### src/design/paovr_pkg.sv
// shared constants and types for the port a alternate-function override block
package paovr_pkg;

    localparam int PAOVR_PINS = 8;

    // pin positions of the alternate functions
    localparam int PAOVR_PIN_CLK = 0;
    localparam int PAOVR_PIN_CMPB_DEF = 1;
    localparam int PAOVR_PIN_RST = 2;
    localparam int PAOVR_PIN_CMPA = 3;
    localparam int PAOVR_PIN_CAP = 4;
    localparam int PAOVR_PIN_CMPB_ALT = 5;
    localparam int PAOVR_PIN_ANA3 = 6;

    // synchroniser depth for pad inputs
    localparam int PAOVR_SYNC_STAGES = 3;

    // constant override values
    localparam logic PAOVR_RST_PULLUP_VAL = 1'b1;
    localparam logic PAOVR_RST_DIR_VAL = 1'b0;
    localparam logic PAOVR_CLK_PULLUP_VAL = 1'b0;
    localparam logic PAOVR_CLK_DIR_VAL = 1'b0;
    localparam logic PAOVR_CLK_PORTVAL_VAL = 1'b0;

    // configuration bit value that means programmed
    localparam logic PAOVR_CFG_PROGRAMMED = 1'b0;

    // reset values
    localparam logic [7:0] PAOVR_RST_BYTE = 8'h00;
    localparam logic PAOVR_RST_BIT = 1'b0;

    typedef struct packed {
        logic pullup_en;
        logic pullup_val;
        logic dir_en;
        logic dir_val;
        logic portval_en;
        logic portval_val;
        logic toggle_en;
        logic din_en;
        logic din_val;
    } paovr_ovr_type;

    localparam paovr_ovr_type PAOVR_OVR_NONE = '0;

endpackage

### src/design/paovr_port_a.sv
// port a alternate-function override logic between pad control and peripherals
`timescale 1ns/1ps
module paovr_port_a
    import paovr_pkg::*;
(
    // clock, reset, enable
    input wire logic clk_sys,
    input wire logic rst,
    input wire logic ce,
    // pads
    input wire logic [PAOVR_PINS-1:0] pad_din,
    // port register bits
    input wire logic [PAOVR_PINS-1:0] port_dir,
    input wire logic [PAOVR_PINS-1:0] port_out,
    input wire logic [PAOVR_PINS-1:0] port_pullup,
    input wire logic [PAOVR_PINS-1:0] state_din_en,
    // timer
    input wire logic cmp_a_drive_en,
    input wire logic cmp_a_out,
    input wire logic cmp_b_drive_en,
    input wire logic cmp_b_out,
    input wire logic alt_location_sel,
    // pin change
    input wire logic pc_group0_en,
    input wire logic [PAOVR_PINS-1:0] pc_src_en,
    // system configuration
    input wire logic reset_cfg_bit,
    input wire logic ext_clk_sel,
    input wire logic deep_sleep_state,
    input wire logic ana0_dig_off,
    input wire logic ana1_dig_off,
    input wire logic ana2_dig_off,
    input wire logic ana3_dig_off,
    // pad control
    output logic [PAOVR_PINS-1:0] pad_pullup_q,
    output logic [PAOVR_PINS-1:0] pad_drive_en_q,
    output logic [PAOVR_PINS-1:0] pad_drive_val_q,
    output logic [PAOVR_PINS-1:0] pad_din_en_q,
    // override signals per pin
    output paovr_ovr_type [PAOVR_PINS-1:0] ovr_q,
    output logic reset_pin_off_q,
    // peripheral inputs
    output logic [PAOVR_PINS-1:0] pc_level_q,
    output logic capture_in_q,
    output logic counter_src_in_q
);

    logic reset_pin_off;
    logic [PAOVR_PINS-1:0] pc_act;
    logic [PAOVR_PINS-1:0] ana_off;
    logic [PAOVR_PINS-1:0] din_level;
    logic [PAOVR_PINS-1:0] din_gated;
    logic [PAOVR_PINS-1:0] pullup_d;
    logic [PAOVR_PINS-1:0] drive_en_d;
    logic [PAOVR_PINS-1:0] drive_val_d;
    logic [PAOVR_PINS-1:0] din_en_d;
    paovr_ovr_type [PAOVR_PINS-1:0] ovr_d;

    assign reset_pin_off = (reset_cfg_bit == PAOVR_CFG_PROGRAMMED);
    assign pc_act = pc_src_en & {PAOVR_PINS{pc_group0_en}};
    assign ana_off = {1'b0, ana3_dig_off, ana2_dig_off, 3'b000, ana1_dig_off, ana0_dig_off};

    // override computation
    always_comb begin
        for (int i = 0; i < PAOVR_PINS; i++) begin
            ovr_d[i] = PAOVR_OVR_NONE;
            ovr_d[i].din_en = pc_act[i] | ana_off[i];
            ovr_d[i].din_val = pc_act[i];
        end
        // compare a sits on pin 3 only at the alternate location
        ovr_d[PAOVR_PIN_CMPA].portval_en = cmp_a_drive_en & alt_location_sel;
        ovr_d[PAOVR_PIN_CMPA].portval_val = cmp_a_out & alt_location_sel;
        ovr_d[PAOVR_PIN_CMPB_DEF].portval_en = cmp_b_drive_en & alt_location_sel;
        ovr_d[PAOVR_PIN_CMPB_DEF].portval_val = cmp_b_out & alt_location_sel;
        ovr_d[PAOVR_PIN_CMPB_ALT].portval_en = cmp_b_drive_en & alt_location_sel;
        ovr_d[PAOVR_PIN_CMPB_ALT].portval_val = cmp_b_out & alt_location_sel;
        // reset pin: pull-up value is a constant one, gated only by its enable
        ovr_d[PAOVR_PIN_RST].pullup_en = reset_pin_off;
        ovr_d[PAOVR_PIN_RST].pullup_val = PAOVR_RST_PULLUP_VAL;
        ovr_d[PAOVR_PIN_RST].dir_en = reset_pin_off;
        ovr_d[PAOVR_PIN_RST].dir_val = PAOVR_RST_DIR_VAL;
        ovr_d[PAOVR_PIN_RST].din_en = reset_pin_off | pc_act[PAOVR_PIN_RST];
        ovr_d[PAOVR_PIN_RST].din_val = reset_pin_off & pc_act[PAOVR_PIN_RST];
        // external clock pad
        ovr_d[PAOVR_PIN_CLK].pullup_en = ext_clk_sel;
        ovr_d[PAOVR_PIN_CLK].pullup_val = PAOVR_CLK_PULLUP_VAL;
        ovr_d[PAOVR_PIN_CLK].dir_en = ext_clk_sel;
        ovr_d[PAOVR_PIN_CLK].dir_val = PAOVR_CLK_DIR_VAL;
        ovr_d[PAOVR_PIN_CLK].portval_en = ext_clk_sel;
        ovr_d[PAOVR_PIN_CLK].portval_val = PAOVR_CLK_PORTVAL_VAL;
        ovr_d[PAOVR_PIN_CLK].din_en = ext_clk_sel | pc_act[PAOVR_PIN_CLK]
            | ana_off[PAOVR_PIN_CLK];
        ovr_d[PAOVR_PIN_CLK].din_val = (ext_clk_sel & deep_sleep_state)
            | (ext_clk_sel & pc_act[PAOVR_PIN_CLK]);
    end

    // apply overrides to the port register bits, one slice per pin
    genvar g;
    generate
        for (g = 0; g < PAOVR_PINS; g++) begin : g_pin
            logic base_val;
            assign pullup_d[g] = ovr_d[g].pullup_en ? ovr_d[g].pullup_val : port_pullup[g];
            assign drive_en_d[g] = ovr_d[g].dir_en ? ovr_d[g].dir_val : port_dir[g];
            // toggle is held off, so the port bit passes straight through
            assign base_val = ovr_d[g].toggle_en ? ~port_out[g] : port_out[g];
            assign drive_val_d[g] = ovr_d[g].portval_en ? ovr_d[g].portval_val : base_val;
            assign din_en_d[g] = ovr_d[g].din_en ? ovr_d[g].din_val : state_din_en[g];
        end
    endgenerate

    paovr_pad_sync #(
        .WIDTH(PAOVR_PINS)
    ) u_sync (
        .clk_sys(clk_sys),
        .rst(rst),
        .ce(ce),
        .pad_in(pad_din),
        .level_q(din_level)
    );

    // a disabled input buffer reads low, so sleeping pins cannot raise pin changes
    assign din_gated = din_level & pad_din_en_q;

    // pad control registers
    always_ff @(posedge clk_sys or posedge rst) begin
        if (rst) begin
            pad_pullup_q <= PAOVR_RST_BYTE;
            pad_drive_en_q <= PAOVR_RST_BYTE;
            pad_drive_val_q <= PAOVR_RST_BYTE;
            pad_din_en_q <= PAOVR_RST_BYTE;
        end else if (ce) begin
            pad_pullup_q <= pullup_d;
            pad_drive_en_q <= drive_en_d;
            pad_drive_val_q <= drive_val_d;
            pad_din_en_q <= din_en_d;
        end
    end

    // override snapshot registers
    always_ff @(posedge clk_sys or posedge rst) begin
        if (rst) begin
            ovr_q <= '0;
            reset_pin_off_q <= PAOVR_RST_BIT;
        end else if (ce) begin
            ovr_q <= ovr_d;
            reset_pin_off_q <= reset_pin_off;
        end
    end

    // peripheral inputs
    always_ff @(posedge clk_sys or posedge rst) begin
        if (rst) begin
            pc_level_q <= PAOVR_RST_BYTE;
            capture_in_q <= PAOVR_RST_BIT;
            counter_src_in_q <= PAOVR_RST_BIT;
        end else if (ce) begin
            pc_level_q <= din_gated;
            capture_in_q <= din_gated[PAOVR_PIN_CAP];
            counter_src_in_q <= din_gated[PAOVR_PIN_CLK];
        end
    end

    // checks
    property p_cmpa_pin3;
        @(posedge clk_sys) disable iff (rst)
        $past(ce) |-> ovr_q[PAOVR_PIN_CMPA].portval_en == $past(cmp_a_drive_en & alt_location_sel)
            && ovr_q[PAOVR_PIN_CMPA].portval_val == $past(cmp_a_out & alt_location_sel);
    endproperty
    a_cmpa_pin3: assert property (p_cmpa_pin3) else $error("pin 3 compare a override wrong");

    property p_cmpb_pins;
        @(posedge clk_sys) disable iff (rst)
        $past(ce) && $past(cmp_b_drive_en) && $past(alt_location_sel) && ($past(port_dir) == 8'hff)
            |-> pad_drive_val_q[PAOVR_PIN_CMPB_DEF] == $past(cmp_b_out)
            && pad_drive_val_q[PAOVR_PIN_CMPB_ALT] == $past(cmp_b_out);
    endproperty
    a_cmpb_pins: assert property (p_cmpb_pins) else $error("compare b not driven on pins 1 and 5");

    property p_cap;
        @(posedge clk_sys) disable iff (rst)
        ce |=> capture_in_q == pc_level_q[PAOVR_PIN_CAP] && ovr_q[PAOVR_PIN_CAP].pullup_en == 1'b0
            && ovr_q[PAOVR_PIN_CAP].dir_en == 1'b0 && ovr_q[PAOVR_PIN_CAP].portval_en == 1'b0;
    endproperty
    a_cap: assert property (p_cap) else $error("capture input differs from pin 4 level");

    property p_rst_pin;
        @(posedge clk_sys) disable iff (rst)
        $past(ce) && reset_pin_off_q |-> pad_pullup_q[PAOVR_PIN_RST]
            && !pad_drive_en_q[PAOVR_PIN_RST];
    endproperty
    a_rst_pin: assert property (p_rst_pin) else $error("reset pin not forced to pulled input");

    property p_rst_cfg;
        @(posedge clk_sys) disable iff (rst)
        $past(ce) |-> reset_pin_off_q == !$past(reset_cfg_bit);
    endproperty
    a_rst_cfg: assert property (p_rst_cfg) else $error("reset disable polarity wrong");

    property p_clk_pin;
        @(posedge clk_sys) disable iff (rst)
        ce && ext_clk_sel |=> !pad_pullup_q[PAOVR_PIN_CLK]
            && !pad_drive_en_q[PAOVR_PIN_CLK] && !pad_drive_val_q[PAOVR_PIN_CLK];
    endproperty
    a_clk_pin: assert property (p_clk_pin) else $error("clock pin overrides not all zero");

    property p_clk_din;
        @(posedge clk_sys) disable iff (rst)
        $past(ce) && $past(ext_clk_sel) |-> pad_din_en_q[PAOVR_PIN_CLK]
            == $past(deep_sleep_state | pc_act[PAOVR_PIN_CLK]);
    endproperty
    a_clk_din: assert property (p_clk_din) else $error("clock pin input enable wrong");

    property p_pin7_din;
        @(posedge clk_sys) disable iff (rst)
        $past(ce) && $past(pc_act[7]) |-> pad_din_en_q[7] == 1'b1;
    endproperty
    a_pin7_din: assert property (p_pin7_din) else $error("pin 7 input not held on");

    property p_din_state;
        @(posedge clk_sys) disable iff (rst)
        $past(ce) && !$past(ovr_d[PAOVR_PIN_ANA3].din_en)
            |-> pad_din_en_q[PAOVR_PIN_ANA3] == $past(state_din_en[PAOVR_PIN_ANA3]);
    endproperty
    a_din_state: assert property (p_din_state) else $error("pin 6 input enable ignores state");

    property p_no_toggle;
        @(posedge clk_sys) disable iff (rst)
        ovr_q[0].toggle_en == 1'b0 && ovr_q[7].toggle_en == 1'b0 && ovr_q[7].dir_en == 1'b0;
    endproperty
    a_no_toggle: assert property (p_no_toggle) else $error("toggle override active");

endmodule

### src/design/paovr_pad_sync.sv
// three-stage pad input synchroniser with agreement filter
`timescale 1ns/1ps
module paovr_pad_sync
    import paovr_pkg::*;
#(
    parameter int WIDTH = PAOVR_PINS
) (
    // clock and reset
    input wire logic clk_sys,
    input wire logic rst,
    input wire logic ce,
    // pad side
    input wire logic [WIDTH-1:0] pad_in,
    // filtered level
    output logic [WIDTH-1:0] level_q
);

    logic [WIDTH-1:0] s1_q;
    logic [WIDTH-1:0] s2_q;
    logic [WIDTH-1:0] s3_q;

    // first stage feeds only the second
    always_ff @(posedge clk_sys or posedge rst) begin
        if (rst) begin
            s1_q <= '0;
            s2_q <= '0;
            s3_q <= '0;
        end else if (ce) begin
            s1_q <= pad_in;
            s2_q <= s1_q;
            s3_q <= s2_q;
        end
    end

    // a change counts only once stages two and three agree
    genvar g;
    generate
        for (g = 0; g < WIDTH; g++) begin : g_filt
            always_ff @(posedge clk_sys or posedge rst) begin
                if (rst) begin
                    level_q[g] <= 1'b0;
                end else if (ce && (s2_q[g] == s3_q[g])) begin
                    level_q[g] <= s3_q[g];
                end
            end
        end
    endgenerate

endmodule

### config.mk
export PLATFORM = sky130hd
export DESIGN_NAME = paovr_port_a
export DESIGN_NICKNAME = d
export VERILOG_FILES = /design/src/design/paovr_pkg.sv /design/src/design/paovr_port_a.sv /design/src/design/paovr_pad_sync.sv
export SDC_FILE = /design/constraint.sdc
export NUM_CORES = 1
export LEC_CHECK = 0
export BUFFER_PORTS_ARGS = -buffer_cell sky130_fd_sc_hd__buf_2
export CAP_MARGIN = 15
export CORE_UTILIZATION = 44
export DETAILED_ROUTE_END_ITERATION = 7
export PLACE_DENSITY_LB_ADDON = 0.12
export SKIP_CTS_REPAIR_TIMING = 1
export SLEW_MARGIN = 20
export SYNTH_ARGS = -nofsm -noshare
export SYNTH_HDL_FRONTEND = slang
export SYNTH_SLANG_ARGS = --single-unit
### constraint.sdc
create_clock -name clk_sys -period 2.5 [get_ports clk_sys]
set_input_delay 0.125 -clock clk_sys [delete_from_list [all_inputs] [get_ports clk_sys]]
set_output_delay 0.125 -clock clk_sys [all_outputs]
set_load 0.05 [all_outputs]
* Word level (Yosys, flattened, before mapping)
Cells that the tools add are included. Widths: inputs -> output; s select.
Word-level totals: register bits 94, bits in latches 0, RAM bits 0, memory bits (read-only) 0, input port bits 64, output and inout bits 115, memories 0
Operators by class: add/sub/neg operators 0, $mul 0, div/mod/pow operators 0, $lt $le $gt $ge 0, equal/unequal tests 8, shifts and indexed selects 0, muxes and demuxes 16, bitwise operators 17, reduce and logical (&&, ||, !) cells 8
Operator list (count):
- $and 8x8->8 | 2
- $mux 1 | 16
- $eq 1x1->1 | 8
- $logic_and 1x1->1 | 8
- $and 1x1->1 | 7
- $or 1x1->1 | 7
- $not 1->1 | 1

* Logic depth before layout (Yosys ltp)
depth in word-level cells 4, mapped depth 4, gate-level depth less buffers 3

* By module
From an unflattened synthesis, not the netlist that was laid out.
Unflattened totals: cells, all modules 366, area, all modules 4260.3 um^2
By module, submodules not included:
- paovr_port_a | instances 1, cells each 279, area an instance 2964.1 um^2
- paovr_pad_sync | instances 1, cells each 87, area an instance 1296.2 um^2

* Worst setup path before layout
OpenSTA, ideal clock, no wires.
path type flip-flop to output port, from register, netlist name reset_pin_off_q, to output port ovr_q[24] (netlist bit), data arrival time 0.923 ns, required time 2.375 ns, setup slack 1.452 ns, cell stages (with the launch flop) 2, path buffers 1, path through dfrtp_1 > buf_4
RTL lines:
- end, declared | line paovr_port_a.sv:40 | output paovr_ovr_type [PAOVR_PINS-1:0] ovr_q,

==> flow_summary.json <==
{
  "status": "finished, violations left",
  "violations": "hold timing",
  "slowest_delay_ps": 530,
  "switchingPower_mw": 1.46,
  "min_period_ps": 1210,
  "grt_max_degree": 59,
  "cts-buffers-inserted": 9,
  "fillers": 834,
  "dr_total_vias": 2879,
  "ys_ff_latch": 92,
  "critical_path_required_ps": 3020,
  "gp_congestion": 0.738,
  "rows": 35,
  "syn_to_final_growth_pct": 20.5,
  "cp-start-kind": "input port",
  "clock.fmax_mhz": 825,
  "worst_slack_ps": 1290,
  "drt_pass1_iterations": 4,
  "grt_overflow": 0,
  "grt_usage_pct": 16.5,
  "power_frac_seq_pct": 46.5,
  "dpl-instance-area_sq_mm": 0.00479,
  "fin_tns_setup_ps": 0,
  "drive_above_1_share_pct": 38.4,
  "irDropWorstVdd_v": 0.000369,
  "dp_hpwl_um": 5520,
  "path_cells": "dlygate4sd3_1, buf_2, clkinvlp_4, buf_12",
  "syn_inst": 370,
  "die_area_sq_mm": 0.0102,
  "h-tree-depth": 3,
  "final_area_sq_mm": 0.00520,
  "slowest_stage": "dlygate4sd3_1",
  "path_buf_inv": 4,
  "hold_violations": 1,
  "synth_area_sq_mm": 0.00432,
  "p_leak_nw": 2.66,
  "ys_warn_count": 0,
  "fin_crit_sh_pct": 48.5,
  "p_int_mw": 2.45,
  "seq_area_frac_synth_pct": 53.3,
  "drtIter0Drc": 69,
  "nets": 577,
  "grt_pass1_vias": 2671,
  "timing.max_cap.violations": 0,
  "power_mw": 3.91,
  "avgViaCountPerCell": 4.45,
  "diodes": 0,
  "initial_core_util_pct": 46.1,
  "clock_latency_ps": 350,
  "portBuffers": 134,
  "worst_hold_slack_ps": -10.6,
  "p_comb_share_pct": 29.8,
  "fin_util_pct": 55.5,
  "die_h_um": 101,
  "io_pins": 179,
  "arrival_ps": 1730,
  "route.detailed.drc": 0,
  "grt_pass1_wl_um": 13000,
  "end_kind": "async pin",
  "worstSetupPathType": "in -> async",
  "core_sq_mm": 0.00937,
  "die_x_um": 101,
  "post-place-ws_ps": 959,
  "rsz0062_at_grt": "false",
  "placed_cells": 608,
  "swShare_pct": 37.4,
  "relSlewSlack_pct": 45.9,
  "crit_path_max_fanout": 55,
  "wl_um": 8140,
  "ant_nets": 0,
  "final-max-slew-violation-count": 0,
  "root_buffer": "clkbuf_8",
  "wl_per_cell_um": 12.6,
  "worstMarginPinSlew_ps": 809,
  "cts.sinks": 92,
  "finalClockSkew_ps": 5.53,
  "yosysUniqueCellTypes": 27,
  "finalSetupViolations": 0,
  "clock_power_share_pct": 23.7,
  "cts_tree": "yes",
  "power.density_mw_per_mm2": 752,
  "syn_area_per_cell_sq_um": 11.7,
  "crit_family": "buffers and inverters",
  "clk_path_buf_depth": 2,
  "antenna_found_initial": 0,
  "hp-class": "in -> reg",
  "stdcell_count": 647,
  "clk_pin_slew_ps": 80
}
==> path summary, 6_finish.rpt <==
path                                       startpoint                             end  slack [ps]  depth (start not counted)
setup / recovery                                  rst      u_sync.s3_q[7]$_DFFE_PP0P_        1290                          4
hold / removal                            port_out[0]  pad_drive_val_q[0]$_DFFE_PP0P_         -10                          3
setup reg to reg           u_sync.s2_q[7]$_DFFE_PP0P_   u_sync.level_q[7]$_DFFE_PP0P_        1610                          3
hold reg to reg                 ovr_q[25]$_DFFE_PP0P_           ovr_q[25]$_DFFE_PP0P_         490                          1
max in group clk_sys             ovr_q[4]$_DFFE_PP0P_                        ovr_q[8]        1290                          1
min in group asynchronous                         rst  pad_drive_val_q[2]$_DFFE_PP0P_         470                          3
==> registers in the layout, summed over array words and instances (netlist names) <==
signal	count
ovr_q	19
pad_din_en_q	8
pad_drive_en_q	8
pad_drive_val_q	8
pad_pullup_q	8
pc_level_q	8
u_sync.level_q	8
u_sync.s1_q	8
u_sync.s2_q	8
u_sync.s3_q	8
reset_pin_off_q	1
==> metal layers <==
metal  track usage, %  vias up  routed length (um)
li1                 -     1416                   -
met1             23.0     1336                3820
met3             4.30       10                 570
met2             24.7      117                3640
met4             6.35        0                 101
met5                0        -                   0
==> final cells by class <==
type / instances / area, sq um / area share, %
sequential: 92 / 2300 / 44.2
multi-input combinational: 222 / 1490 / 28.6
timing repair buffer: 161 / 958 / 18.4
tap: 129 / 161 / 3.10
clock buffer: 11 / 151 / 2.91
inverter: 27 / 105 / 2.02
clock inverter: 5 / 36.3 / 0.697
==> logic make-up after synthesis <==
group,synth area share [%]
multiplexers,14.8
flip-flops,53.3
AND/OR/NAND/NOR,6.72
AO/OA/AOI/OAI,9.13
buffers and inverters,15.9
other,0.0868
==> placed cells by master, fill, tap and decap left out, types with 2 or more instances in the layout <==
cell / instances
a22oi_1: 4
mux2_4: 42
dlygate4sd3_1: 23
nand3_1: 20
o21ai_0: 23
buf_2: 133
nor2_1: 24
nand2b_1: 8
buf_12: 2
clkinvlp_4: 4
a21oi_1: 41
clkbuf_8: 11
dfrtp_1: 92
nand2_1: 6
conb_1: 44
inv_1: 26
buf_4: 3
==> synth_stat cells <==
cell	count	area [sq um]
buf_4	58	435
buf_8	1	15.0
o21ai_0	23	115
buf_12	4	80.1
or2_2	1	6.26
nand2_1	6	22.5
nor2_1	24	90.1
mux2_4	42	631
a21oi_1	41	205
o21a_1	1	7.51
nor2b_1	1	6.26
a211oi_2	1	12.5
dfrtp_1	92	2300
nand3_1	20	100
buf_2	6	30.0
a21o_1	1	7.51
buf_6	2	22.5
nand2b_1	8	50.1
inv_1	27	101
o22a_1	1	8.76
conb_1	1	3.75
clkbuf_1	1	3.75
and3b_1	1	8.76
a22oi_1	4	30.0
and3_1	1	6.26
mux2i_1	1	10.0
a21boi_0	1	7.51
==> power groups by stage <==
stage / registers [mW] / clock network [mW] / logic, mW
final: 1.82 / 0.927 / 1.17
after global routing: 1.85 / 1.03 / 1.25
after CTS: 1.82 / 0.962 / 1.15
after detailed placement: 1.85 / 0 / 1.15
after global placement: 1.84 / 0 / 1.14
after floorplan: 2.18 / 0 / 0.647
==> tightest hold or removal path, stage by stage <==
cell and delay (ps):
buf_2 70, nand2_1 40, o21ai_0 60
(Power assumes the default switching activity.)
